===== config.mk =====
export PLATFORM = sky130hd
export DESIGN_NAME = switch_ingress_priority_config
export DESIGN_NICKNAME = d
export VERILOG_FILES = /design/src/verilog/switch_ingress_priority_config.v
export VERILOG_INCLUDE_DIRS = /design/src /design/src/verilog
export SDC_FILE = /design/constraint.sdc
export NUM_CORES = 1
export LEC_CHECK = 0
export BUFFER_PORTS_ARGS = -buffer_cell sky130_fd_sc_hd__buf_2
export CORE_AREA = 3 3 233 235
export CTS_BUF_LIST = sky130_fd_sc_hd__clkbuf_2
export DETAILED_ROUTE_END_ITERATION = 8
export DIE_AREA = 0 0 236 238
export GPL_TIMING_DRIVEN = 0
export PLACE_DENSITY = 0.41
export SYNTH_ARGS = -nofsm -noshare
export SYNTH_HDL_FRONTEND = slang
export SYNTH_SLANG_ARGS = --single-unit

===== constraint.sdc =====
create_clock -name sys_clk -period 3.3 [get_ports sys_clk]
set_clock_uncertainty 0.05 [all_clocks]
set_input_delay 0 -clock sys_clk [delete_from_list [all_inputs] [get_ports sys_clk]]
set_output_delay 0 -clock sys_clk [all_outputs]
set_load 0.005 [all_outputs]

===== src/verilog/ingress_priority_defs.vh =====
// register map, field positions, reset values and timing counts for the ingress priority block
`ifndef INGRESS_PRIORITY_DEFS_VH
`define INGRESS_PRIORITY_DEFS_VH

`define REG_ADDR_W 16
`define OFS_TBL_COMMAND 16'h1811
`define OFS_TBL_WRITE_DATA 16'h1812
`define OFS_TBL_READ_DATA 16'h1813
`define OFS_TBL_CMD_STATUS 16'h1814
`define OFS_GLOBAL_INGRESS_CFG 16'h1840

`define CMD_READ_NOT_WRITE 7
`define CMD_INDEX_HI 5
`define CMD_INDEX_LO 0
`define TBL_PRI_HI 2
`define TBL_PRI_LO 0
`define STS_PENDING 0

`define CFG_TAG_VID_IGNORE 15
`define CFG_TAG_PRI_USE 14
`define CFG_MONITOR_ECHO 13
`define CFG_IGMP_PORTS_HI 12
`define CFG_IGMP_PORTS_LO 10
`define CFG_IP_PRI_USE 9
`define CFG_IGMP_SNOOP 7
`define CFG_COUNTER_TEST 6
`define CFG_DA_PRI_FIRST 5
`define CFG_MCAST_FILTER 4
`define CFG_UNKNOWN_UCAST_DROP 3
`define CFG_PRECEDENCE_SEL 2
`define CFG_TAG_OVER_IP 1
`define CFG_VLAN_RULES_EN 0

`define CFG_WIDTH 16
`define CFG_RESET 16'h0006
`define CMD_RESET 8'h00
`define WDATA_RESET 3'h0
`define RDATA_RESET 3'h0
`define COUNTER_TEST_VALUE 32'h7FFF_FFFC
`define COUNTER_CLEAR_VALUE 32'h0000_0000

// table command latency, in sys_clk cycles from the command write to completion
`define TBL_CMD_CYCLES 2

`endif


===== src/verilog/switch_ingress_priority_config.v =====
// global ingress configuration, ip-priority table access and per-packet queue selection
// Functional notes
// - read data shows last read table priority
// - pending bit high while table command runs
// - tag vid ignored when enabled, port default vid used
// - tag priority may choose transmit queue
// - echo to source only for monitor packets
// - three-bit bitmap selects igmp redirect ports
// - ip tos/class may choose transmit queue
// - igmp snoop forwards igmp to monitor ports
// - counter test loads fixed value on read
// - lookup entry priority wins when enabled
// - drop unknown multicast, never broadcast
// - drop unknown unicast when enabled
// - precedence bits or table, reset one
// - tag beats ip when enabled, reset one
// - vlan rules only when enabled, reset off
// - command write starts indexed read or write
`timescale 1ns/1ps
`include "ingress_priority_defs.vh"

module switch_ingress_priority_config #(
	parameter TBL_DEPTH = 64,
	parameter TBL_IDX_W = 6,
	parameter PORTS = 3,
	parameter CMD_CYCLES = `TBL_CMD_CYCLES
) (
	input wire sys_clk,
	input wire rstn,
	// management register port
	input wire [`REG_ADDR_W-1:0] reg_addr,
	input wire reg_wr,
	input wire reg_rd,
	input wire [31:0] reg_wdata,
	output reg [31:0] reg_rdata,
	output reg reg_rvalid,
	// per-packet ingress classification request
	input wire pkt_valid,
	input wire [1:0] pkt_src_port,
	input wire pkt_tagged,
	input wire [2:0] pkt_tag_pri,
	input wire [11:0] pkt_tag_vid,
	input wire [11:0] port_default_vlan_id,
	input wire [2:0] port_default_pri,
	input wire pkt_is_ip,
	input wire pkt_is_ipv4,
	input wire [7:0] pkt_tos,
	input wire pkt_is_igmp,
	input wire pkt_multicast,
	input wire pkt_broadcast,
	input wire lookup_hit,
	input wire lookup_pri_en,
	input wire [2:0] lookup_pri,
	input wire [PORTS-1:0] lookup_fwd_mask,
	// classification result, one cycle after the request
	output reg res_valid,
	output reg [2:0] res_tx_pri,
	output reg res_drop,
	output reg [PORTS-1:0] res_fwd_mask,
	output reg [11:0] res_vid,
	output reg res_vlan_rules_on,
	output reg res_igmp_redirect,
	// global settings seen by the rest of the engine
	output reg counter_test_mode,
	output reg [31:0] counter_read_load
);

	localparam ST_IDLE = 2'b01;
	localparam ST_BUSY = 2'b10;
	localparam CNT_W = 8;
	// a zero count would wrap the counter and keep the sequencer busy for 256 cycles
	localparam integer CNT_LOAD = (CMD_CYCLES < 1) ? 1 : CMD_CYCLES;

	reg [1:0] state_ff;
	reg [1:0] nxt_state;
	reg [CNT_W-1:0] cnt_ff;
	reg [CNT_W-1:0] nxt_cnt;
	reg [`CFG_WIDTH-1:0] cfg_ff;
	reg [7:0] cmd_ff;
	reg [2:0] wdata_ff;
	reg [2:0] rdata_ff;
	reg pending_ff;
	reg nxt_pending;
	reg [2:0] table_mem [0:TBL_DEPTH-1];

	reg [31:0] nxt_rdata;
	reg [2:0] nxt_tx_pri;
	reg nxt_drop;
	reg [PORTS-1:0] nxt_fwd_mask;
	reg [PORTS-1:0] src_bit;
	reg nxt_redirect;
	reg tag_ok;
	reg ip_ok;
	reg [11:0] nxt_vid;
	wire cmd_write;
	wire cfg_write;
	wire wdata_write;
	wire cmd_done;
	wire [TBL_IDX_W-1:0] cmd_index;
	wire [TBL_IDX_W-1:0] dscp_index;
	wire [2:0] table_pri;
	wire mcast_only;
	wire da_miss;

	// field picker shared by the packet and counter-setting paths
	function cfg_bit;
		input [`CFG_WIDTH-1:0] cfg;
		input integer pos;
		begin
			cfg_bit = cfg[pos];
		end
	endfunction

	// register decode shared by every write path
	function reg_hit;
		input [`REG_ADDR_W-1:0] addr;
		input [`REG_ADDR_W-1:0] ofs;
		begin
			reg_hit = (addr == ofs);
		end
	endfunction

	// the igmp field is three bits wide; other port counts are cut or padded here
	function [PORTS-1:0] fit_ports;
		input [2:0] bits;
		integer k;
		begin
			fit_ports = {PORTS{1'b0}};
			for (k = 0; k < PORTS; k = k + 1) begin
				if (k < 3) begin
					fit_ports[k] = bits[k];
				end
			end
		end
	endfunction

	assign cmd_index = cmd_ff[`CMD_INDEX_HI:`CMD_INDEX_LO];
	assign dscp_index = pkt_tos[7:2];
	// entries never written read as unknown; the host fills the table first
	assign table_pri = table_mem[dscp_index];
	// a command arriving while one runs is dropped, so the index of the running one cannot move
	assign cmd_write = reg_wr && reg_hit(reg_addr, `OFS_TBL_COMMAND) && (state_ff == ST_IDLE);
	assign cmd_done = (state_ff == ST_BUSY) && (cnt_ff == 8'h01);
	assign cfg_write = reg_wr && reg_hit(reg_addr, `OFS_GLOBAL_INGRESS_CFG);
	// write data is frozen while a command runs so a write lands what was loaded first
	assign wdata_write = reg_wr && reg_hit(reg_addr, `OFS_TBL_WRITE_DATA) && (state_ff == ST_IDLE);
	// broadcast also raises the multicast flag, so it is split out before either filter
	assign mcast_only = pkt_multicast && !pkt_broadcast;
	assign da_miss = !lookup_hit;

	// table command sequencer
	always @* begin
		nxt_state = state_ff;
		nxt_cnt = cnt_ff;
		nxt_pending = pending_ff;
		case (state_ff)
			ST_IDLE: begin
				if (cmd_write) begin
					nxt_state = ST_BUSY;
					nxt_cnt = CNT_LOAD[CNT_W-1:0];
					nxt_pending = 1'b1;
				end
			end
			ST_BUSY: begin
				if (cmd_done) begin
					nxt_state = ST_IDLE;
					nxt_cnt = 8'h00;
					nxt_pending = 1'b0;
				end else begin
					nxt_cnt = cnt_ff - 8'h01;
				end
			end
			default: begin
				nxt_state = ST_IDLE;
				nxt_cnt = 8'h00;
				nxt_pending = 1'b0;
			end
		endcase
	end

	always @(posedge sys_clk or negedge rstn) begin
		if (!rstn) begin
			state_ff <= ST_IDLE;
			cnt_ff <= 8'h00;
			pending_ff <= 1'b0;
		end else begin
			state_ff <= nxt_state;
			cnt_ff <= nxt_cnt;
			pending_ff <= nxt_pending;
		end
	end

	// software-written registers
	always @(posedge sys_clk or negedge rstn) begin
		if (!rstn) begin
			cfg_ff <= `CFG_RESET;
			cmd_ff <= `CMD_RESET;
			wdata_ff <= `WDATA_RESET;
		end else begin
			if (cfg_write) begin
				cfg_ff <= reg_wdata[`CFG_WIDTH-1:0];
			end
			if (cmd_write) begin
				// bit 6 is reserved and always reads zero
				cmd_ff <= {reg_wdata[`CMD_READ_NOT_WRITE], 1'b0, reg_wdata[`CMD_INDEX_HI:`CMD_INDEX_LO]};
			end
			if (wdata_write) begin
				wdata_ff <= reg_wdata[`TBL_PRI_HI:`TBL_PRI_LO];
			end
		end
	end

	// the table itself is not reset; software must fill it before relying on it
	always @(posedge sys_clk) begin
		if (cmd_done && !cmd_ff[`CMD_READ_NOT_WRITE]) begin
			table_mem[cmd_index] <= wdata_ff;
		end
	end

	always @(posedge sys_clk or negedge rstn) begin
		if (!rstn) begin
			rdata_ff <= `RDATA_RESET;
		end else if (cmd_done && cmd_ff[`CMD_READ_NOT_WRITE]) begin
			rdata_ff <= table_mem[cmd_index];
		end
	end

	// register read mux; unmapped offsets answer zero
	always @* begin
		nxt_rdata = 32'h0000_0000;
		case (reg_addr)
			`OFS_TBL_COMMAND: nxt_rdata = {24'h000000, cmd_ff};
			`OFS_TBL_WRITE_DATA: nxt_rdata = {29'h00000000, wdata_ff};
			`OFS_TBL_READ_DATA: nxt_rdata = {29'h00000000, rdata_ff};
			`OFS_TBL_CMD_STATUS: nxt_rdata = {31'h00000000, pending_ff};
			`OFS_GLOBAL_INGRESS_CFG: nxt_rdata = {16'h0000, cfg_ff};
			default: nxt_rdata = 32'h0000_0000;
		endcase
	end

	always @(posedge sys_clk or negedge rstn) begin
		if (!rstn) begin
			reg_rdata <= 32'h0000_0000;
			reg_rvalid <= 1'b0;
		end else begin
			reg_rvalid <= reg_rd;
			if (reg_rd) begin
				reg_rdata <= nxt_rdata;
			end
		end
	end

	// transmit priority selection
	always @* begin
		tag_ok = cfg_bit(cfg_ff, `CFG_TAG_PRI_USE) && pkt_tagged;
		ip_ok = cfg_bit(cfg_ff, `CFG_IP_PRI_USE) && pkt_is_ip;
		nxt_tx_pri = port_default_pri;
		if (cfg_bit(cfg_ff, `CFG_DA_PRI_FIRST) && lookup_hit && lookup_pri_en) begin
			nxt_tx_pri = lookup_pri;
		end else if (tag_ok && (cfg_bit(cfg_ff, `CFG_TAG_OVER_IP) || !ip_ok)) begin
			nxt_tx_pri = pkt_tag_pri;
		end else if (ip_ok) begin
			if (pkt_is_ipv4 && cfg_bit(cfg_ff, `CFG_PRECEDENCE_SEL)) begin
				nxt_tx_pri = pkt_tos[7:5];
			end else begin
				// ipv6 has no precedence choice and always goes through the table
				nxt_tx_pri = table_pri;
			end
		end
	end

	// filtering and forwarding
	always @* begin
		nxt_drop = 1'b0;
		if (cfg_bit(cfg_ff, `CFG_MCAST_FILTER) && mcast_only && da_miss) begin
			nxt_drop = 1'b1;
		end
		if (cfg_bit(cfg_ff, `CFG_UNKNOWN_UCAST_DROP) && !pkt_multicast && !pkt_broadcast && da_miss) begin
			nxt_drop = 1'b1;
		end
		nxt_redirect = cfg_bit(cfg_ff, `CFG_IGMP_SNOOP) && pkt_is_igmp && pkt_is_ipv4;
		src_bit = {{(PORTS-1){1'b0}}, 1'b1} << pkt_src_port;
		if (nxt_redirect) begin
			nxt_fwd_mask = fit_ports(cfg_ff[`CFG_IGMP_PORTS_HI:`CFG_IGMP_PORTS_LO]);
		end else begin
			nxt_fwd_mask = lookup_fwd_mask;
		end
		// only a monitor packet with echo allowed may return to its own port
		if (!(nxt_redirect && cfg_bit(cfg_ff, `CFG_MONITOR_ECHO))) begin
			nxt_fwd_mask = nxt_fwd_mask & ~src_bit;
		end
	end

	// vlan id used by the vlan rules; the egress tag itself is left alone
	always @* begin
		nxt_vid = pkt_tag_vid;
		if (cfg_bit(cfg_ff, `CFG_TAG_VID_IGNORE) || !pkt_tagged) begin
			nxt_vid = port_default_vlan_id;
		end
	end

	always @(posedge sys_clk or negedge rstn) begin
		if (!rstn) begin
			res_valid <= 1'b0;
			res_tx_pri <= 3'h0;
			res_drop <= 1'b0;
			res_fwd_mask <= {PORTS{1'b0}};
			res_vid <= 12'h000;
			res_vlan_rules_on <= 1'b0;
			res_igmp_redirect <= 1'b0;
		end else begin
			res_valid <= pkt_valid;
			if (pkt_valid) begin
				res_tx_pri <= nxt_tx_pri;
				res_drop <= nxt_drop;
				res_fwd_mask <= nxt_fwd_mask;
				res_igmp_redirect <= nxt_redirect;
				res_vlan_rules_on <= cfg_bit(cfg_ff, `CFG_VLAN_RULES_EN);
				res_vid <= nxt_vid;
			end
		end
	end

	// read-clear counters elsewhere load this value on each read
	always @(posedge sys_clk or negedge rstn) begin
		if (!rstn) begin
			counter_test_mode <= 1'b0;
			counter_read_load <= `COUNTER_CLEAR_VALUE;
		end else begin
			counter_test_mode <= cfg_bit(cfg_ff, `CFG_COUNTER_TEST);
			if (cfg_bit(cfg_ff, `CFG_COUNTER_TEST)) begin
				counter_read_load <= `COUNTER_TEST_VALUE;
			end else begin
				counter_read_load <= `COUNTER_CLEAR_VALUE;
			end
		end
	end

endmodule

# Word level (Yosys, flattened, before mapping)
# Memories as Yosys holds them, arrays and structs flattened. A register that Yosys moved wholly into a read port is not among the register bits.
# Cells that the tools add are included.
# Widths: inputs -> output; s select.
[classes]
reduce_logical = 33
eq_ne = 10
shifts = 1
muxes = 22
n_bitwise = 2
n_addsub = 1
[op_table]
columns = ["operator", "count"]
rows = [
  ["$eq 16x13->1 const B", 5],
  ["$pmux 16 s5", 1],
  ["$mux 31", 1],
  ["$logic_and 1x1->1", 23],
  ["$mux 3", 6],
  ["$mux 8", 2],
  ["$pmux 8 s2", 1],
  ["$mux 12", 1],
  ["$eq 8x1->1 const B", 1],
  ["$sub 8x1->8 const B", 1],
  ["$logic_not 1->1", 7],
  ["$mux 1", 6],
  ["$mux 2", 2],
  ["$ne 2x2->1 const B", 2],
  ["$pmux 2 s2", 1],
  ["$and 3x3->3", 1],
  ["$not 3->3", 1],
  ["$shl 1x2->3 const A", 1],
  ["$eq 2x1->1 const B", 1],
  ["$eq 2x2->1 const B", 1],
  ["$logic_or 1x1->1", 2],
  ["$pmux 1 s2", 1],
  ["$reduce_and 2->1", 1],
]
[word_totals]
n_memories = 1
output_inout_bits = 88
elab_cells = 87
input_bits = 107
mem_bits_rw = 192
register_bits = 125
[memory_table]
columns = ["memory", "depth", "width", "read_ports", "rd_clocked_by_memory_dff", "write_ports", "line_no", "rtl"]
rows = [
  ["table_mem", 64, 3, 2, 1, 1, "switch_ingress_priority_config.v:84", "reg [2:0] table_mem [0:TBL_DEPTH-1];"],
]

# Logic depth before layout (Yosys ltp)
[depth]
depth_word = 6
depth_mapped = 10
mapped_depth_nobuf = 8

# Worst setup path after synthesis
# No wires, ideal clock.
[synth_path]
kind = "reg2reg"
startpoint = "register cnt_ff[4]"
endpoint = "memory table_mem[40][0] (enable)"
arrival_time_ns = 1.889
slack_ns = 1.041
setup_time_ns = 0.321
path_buffers = 0
period_less_slack_ns = 2.259
stages_incl_launch_ff = 7
required_time_ns = 2.929
cell_sequence = "dfrtp_1 -> or4_4 -> nor4_1 -> nand2_1 -> nor3_1 -> nand2_1 -> nor2_1"
[synth_between]
elab_chain_cells = 5
[synth_lines]
columns = ["element", "line_no", "rtl"]
rows = [
  ["start: declaration", "switch_ingress_priority_config.v:76", "reg [CNT_W-1:0] cnt_ff;"],
  ["start signal: assignment", "switch_ingress_priority_config.v:188", "cnt_ff <= nxt_cnt;"],
  ["$eq 8x1->1", "switch_ingress_priority_config.v:143", "assign cmd_done = (state_ff == ST_BUSY) && (cnt_ff == 8'h01);"],
  ["$logic_and 1x1->1", "switch_ingress_priority_config.v:143", ""],
  ["$logic_and 1x1->1", "switch_ingress_priority_config.v:215", "if (cmd_done && !cmd_ff[`CMD_READ_NOT_WRITE]) begin"],
  ["$mux 1", "switch_ingress_priority_config.v:215", ""],
  ["$mux 1 (not written as such)", "switch_ingress_priority_config.v:216", "table_mem[cmd_index] <= wdata_ff;"],
  ["end: declaration", "switch_ingress_priority_config.v:84", ""],
]
# No other way between the ends.

==> results by group <==
Finish
  • Layout cell share with drive strength beyond 1: about a third
  • Area grow syn2layout: 33.0%
  • Filler Cell Count: 5284
  • Final non-filler cell total: ~2200
  • Post-route cell area: between 0.015 and 0.02 mm²
  • Fin util: 34.3%
  • Nets: ~1600

Die
  • Die W: 236 µm
  • Die area: 0.0562 mm²
  • Die Y: 238 µm
  • I/O pin cnt: 195
  • Starting density of the core: 25.8%
  • Core ar.: ~0.052 mm²
  • Row count: 84

Synth
  • Post-Synthesis Cells: just over 1000
  • Asr flop ratio synth: 29.2%
  • Synth area leaders: edfxtp_1, dfrtp_1, mux4_2
  • Synth top cells by count: edfxtp_1, nor2_1, dfrtp_1
  • Seq/Total Area, Yosys: 57.2%
  • Leading area contributor after synthesis: edfxtp_1
  • EDFF count, synth: 192
  • Post-Synthesis Cell Area: 0.0135 mm²
  • Count leader, synth: edfxtp_1
  • Top FF cell, synth: edfxtp_1
  • Syn Area/Cell: between 10 and 15 µm²
  • Cell variety after synth: 75
  • Share of the synthesized area in the top cell type: 42.6%
  • YS warnings: 0
  • #FFs+latches synth: 271

Drt
  • WL/cell: 23.9 µm
  • Vias: 11000
  • Vias/cell: 4.97
  • Starting DRT DRC Count: between 800 and 900
  • Drt pass-1 iters: 5
  • Post-Route WL: between 50000 and 60000 µm
  • Drt drc: 0
  • Final ANT Viol Nets: 0

CTS
  • Max Root-Sink Buffers: 3
  • Clk slew on worst S/H paths: 0.10 ns
  • Root Driver: clkbuf_2
  • TritonCTS Sinks: 271
  • H-tree Lvls: 3
  • CTS tree: built
  • CTS Buf Count: 78
  • Clock Latency Late Sink: 1.00 ns

Timing
  • Max-slew violations: 0
  • Fmax: 299 MHz
  • Total negative slack: -0.0478 ns
  • Post-route worst setup slack: -0.0478 ns
  • Headroom to the max-slew limit: ~15%
  • Slew @ Worst Pin: between 1 and 1.5 ns
  • RSZ-0062 raised after global routing: no
  • Fin crit share: 101%
  • Final min period: between 3 and 4 ns
  • Setup-failing EPs final: 1
  • Final Hold Fails: 0

Critical path
  • Crit path required time: 4.11 ns
  • Startpoint types: flip-flop
  • CP endpoint kind: flip-flop
  • Kind of critical path: reg -> reg
  • Critical Path Fanout Max: 2
  • Critical Path AT: between 4 and 5 ns

Placed design
  • Area post-placement: 0.0153 mm²
  • Hpwl dp: 36600 µm
  • Port-buffer cells: 154
  • Final Wtd Congestion: between 0.9 and 1
  • Inst Count DP: 1893

GRT
  • Largest net degree at the start of global routing: 61
  • Overflow after GRT: 0
  • Vias in the first global route: ~12000
  • All-Layer GR Usage: between 10% and 20%
  • First-pass GRT wire length: 77500 µm
  • Initial antenna violation count: 5

Job
  • Max cap viols: 0

Pwr
  • Total power: ~6.8 mW
  • Peak supply drop: 0.156 mV
  • Pwr dens: 377 mW/mm²
  • Leak: 6.52 nW

Run status
  • Status: finished, violations left
  • Failing checks: negative setup slack

Worst hold path
  • HP Class: in -> reg
-- sequential cells by signal, summed over array words and instances, names as in the netlist, 2 cells and up --
| name | count |
|---|---|
| state_ff | 2 |
| table_mem | 192 |
| cfg_ff | 16 |
| cnt_ff | 8 |
| res_vid | 12 |
| res_tx_pri | 3 |
| wdata_ff | 3 |
| cmd_ff | 7 |
| rdata_ff | 3 |
| reg_rdata | 16 |
| res_fwd_mask | 3 |
-- through the flow --
stage               hold slack (ns)  setup WS, ns
global placement             0.0762        -0.426
floorplan                    -0.346          1.04
detailed placement           -0.121        -0.434
finish                        0.137       -0.0478
global route                 0.0540       0.00237
CTS                         0.00605       -0.0428
-- layout by cell type, fill, tap and decap left out, types with 5 or more instances in the layout --
cell type	Yosys	routed
a21oi_1	35	35
mux2_2	48	48
nor2b_1	10	10
a22o_1	5	5
nor2_1	117	116
buf_6	6	6
o22ai_1	16	16
nand2_1	51	46
nor4_1	6	6
nand2b_1	5	5
inv_1	29	29
clkbuf_1	21	19
dfrtp_1	76	73
nand3_1	32	32
dlygate4sd3_1	0	189
mux4_2	57	57
a31oi_1	10	10
clkinv_1	3	20
a22oi_1	18	18
a221oi_1	17	17
buf_4	53	55
buf_2	18	171
o21ai_0	30	28
mux2i_1	51	51
conb_1	1	19
edfxtp_1	192	192
nor3_1	13	11
nand2_2	0	5
and3_1	7	7
and2_1	5	5
clkbuf_2	0	118
-- cell type report --
cell class	instances	area (µm²)	area share (%)
clock buffers	117	586	3.25
plain buffers	101	653	3.63
flip-flops and latches	271	7750	43.0
inverters	33	124	0.688
repair buffers	348	2760	15.3
diodes	1	2.50	0.0139
well taps	688	861	4.78
multi-input cells	641	5120	28.5
clock inverters	24	146	0.813
-- path summary, 6_finish.rpt --
| kind | endpoint | depth (start not counted) | startpoint | slack [ns] |
|---|---|---|---|---|
| min | reg_rdata[6] | 7 | reg_addr[14] | 0.14 |
| min reg2reg | counter_read_load[29] | 0 | cfg_ff[6] | 0.36 |
| max reg2reg | res_tx_pri[2] | 6 | table_mem[15][2] | -0.05 |
| max in group asynchronous | res_igmp_redirect | 4 | rstn | 2.06 |
| min in group asynchronous | state_ff[1] | 3 | rstn | 0.23 |
| max | res_tx_pri[2] | 6 | table_mem[15][2] | -0.05 |
-- report_power, final --
group | internal (mW) | switching [mW]
Combinational | 0.283 | 0.245
Clock | 1.10 | 1.52
Sequential | 3.63 | 0.0152
Total | 5.01 | 1.78
-- what timing repair did --
| item | in CTS | in global routing |
|---|---|---|
| hold endpoints to repair | 154 | 0 |
| endpoints found under the setup margin | 90 | 86 |
| buffers inserted | 0 | 1 |
| hold buffers | 191 | 0 |
| pin swaps | 0 | 1 |
| gates resized for setup | 5 | 12 |
-- critical path, stage by stage, from the launching register on --
cell           delay [ns]
edfxtp_1             0.44
mux4_2               0.49
mux2_2               0.28
o311ai_0             1.02
o22ai_1              0.12
dlygate4sd3_1        0.62
a41o_1               0.20
-- cells by family (layout without fill, tap and decap cells) --
family          after synthesis  count (layout)  share of synthesized area (%)
xor+xnor                      1               1                         0.0647
buf+inv                     135             623                           5.71
fa+ha+maj                     4               4                          0.370
other cells                   1              20                         0.0277
mux                         156             156                           17.3
compound gates              187             187                           9.78
flops                       271             271                           57.2
simple gates                274             274                           9.55
-- layer usage --
metal	wire [µm]	GRT usage (%)	up-vias
li1	-	-	4873
met1	21900	23.7	5507
met2	24700	30.2	548
met3	4690	5.42	112
met4	1850	7.72	8
met5	57	0	-
No activity file was read; power rests on OpenSTA's default activity.
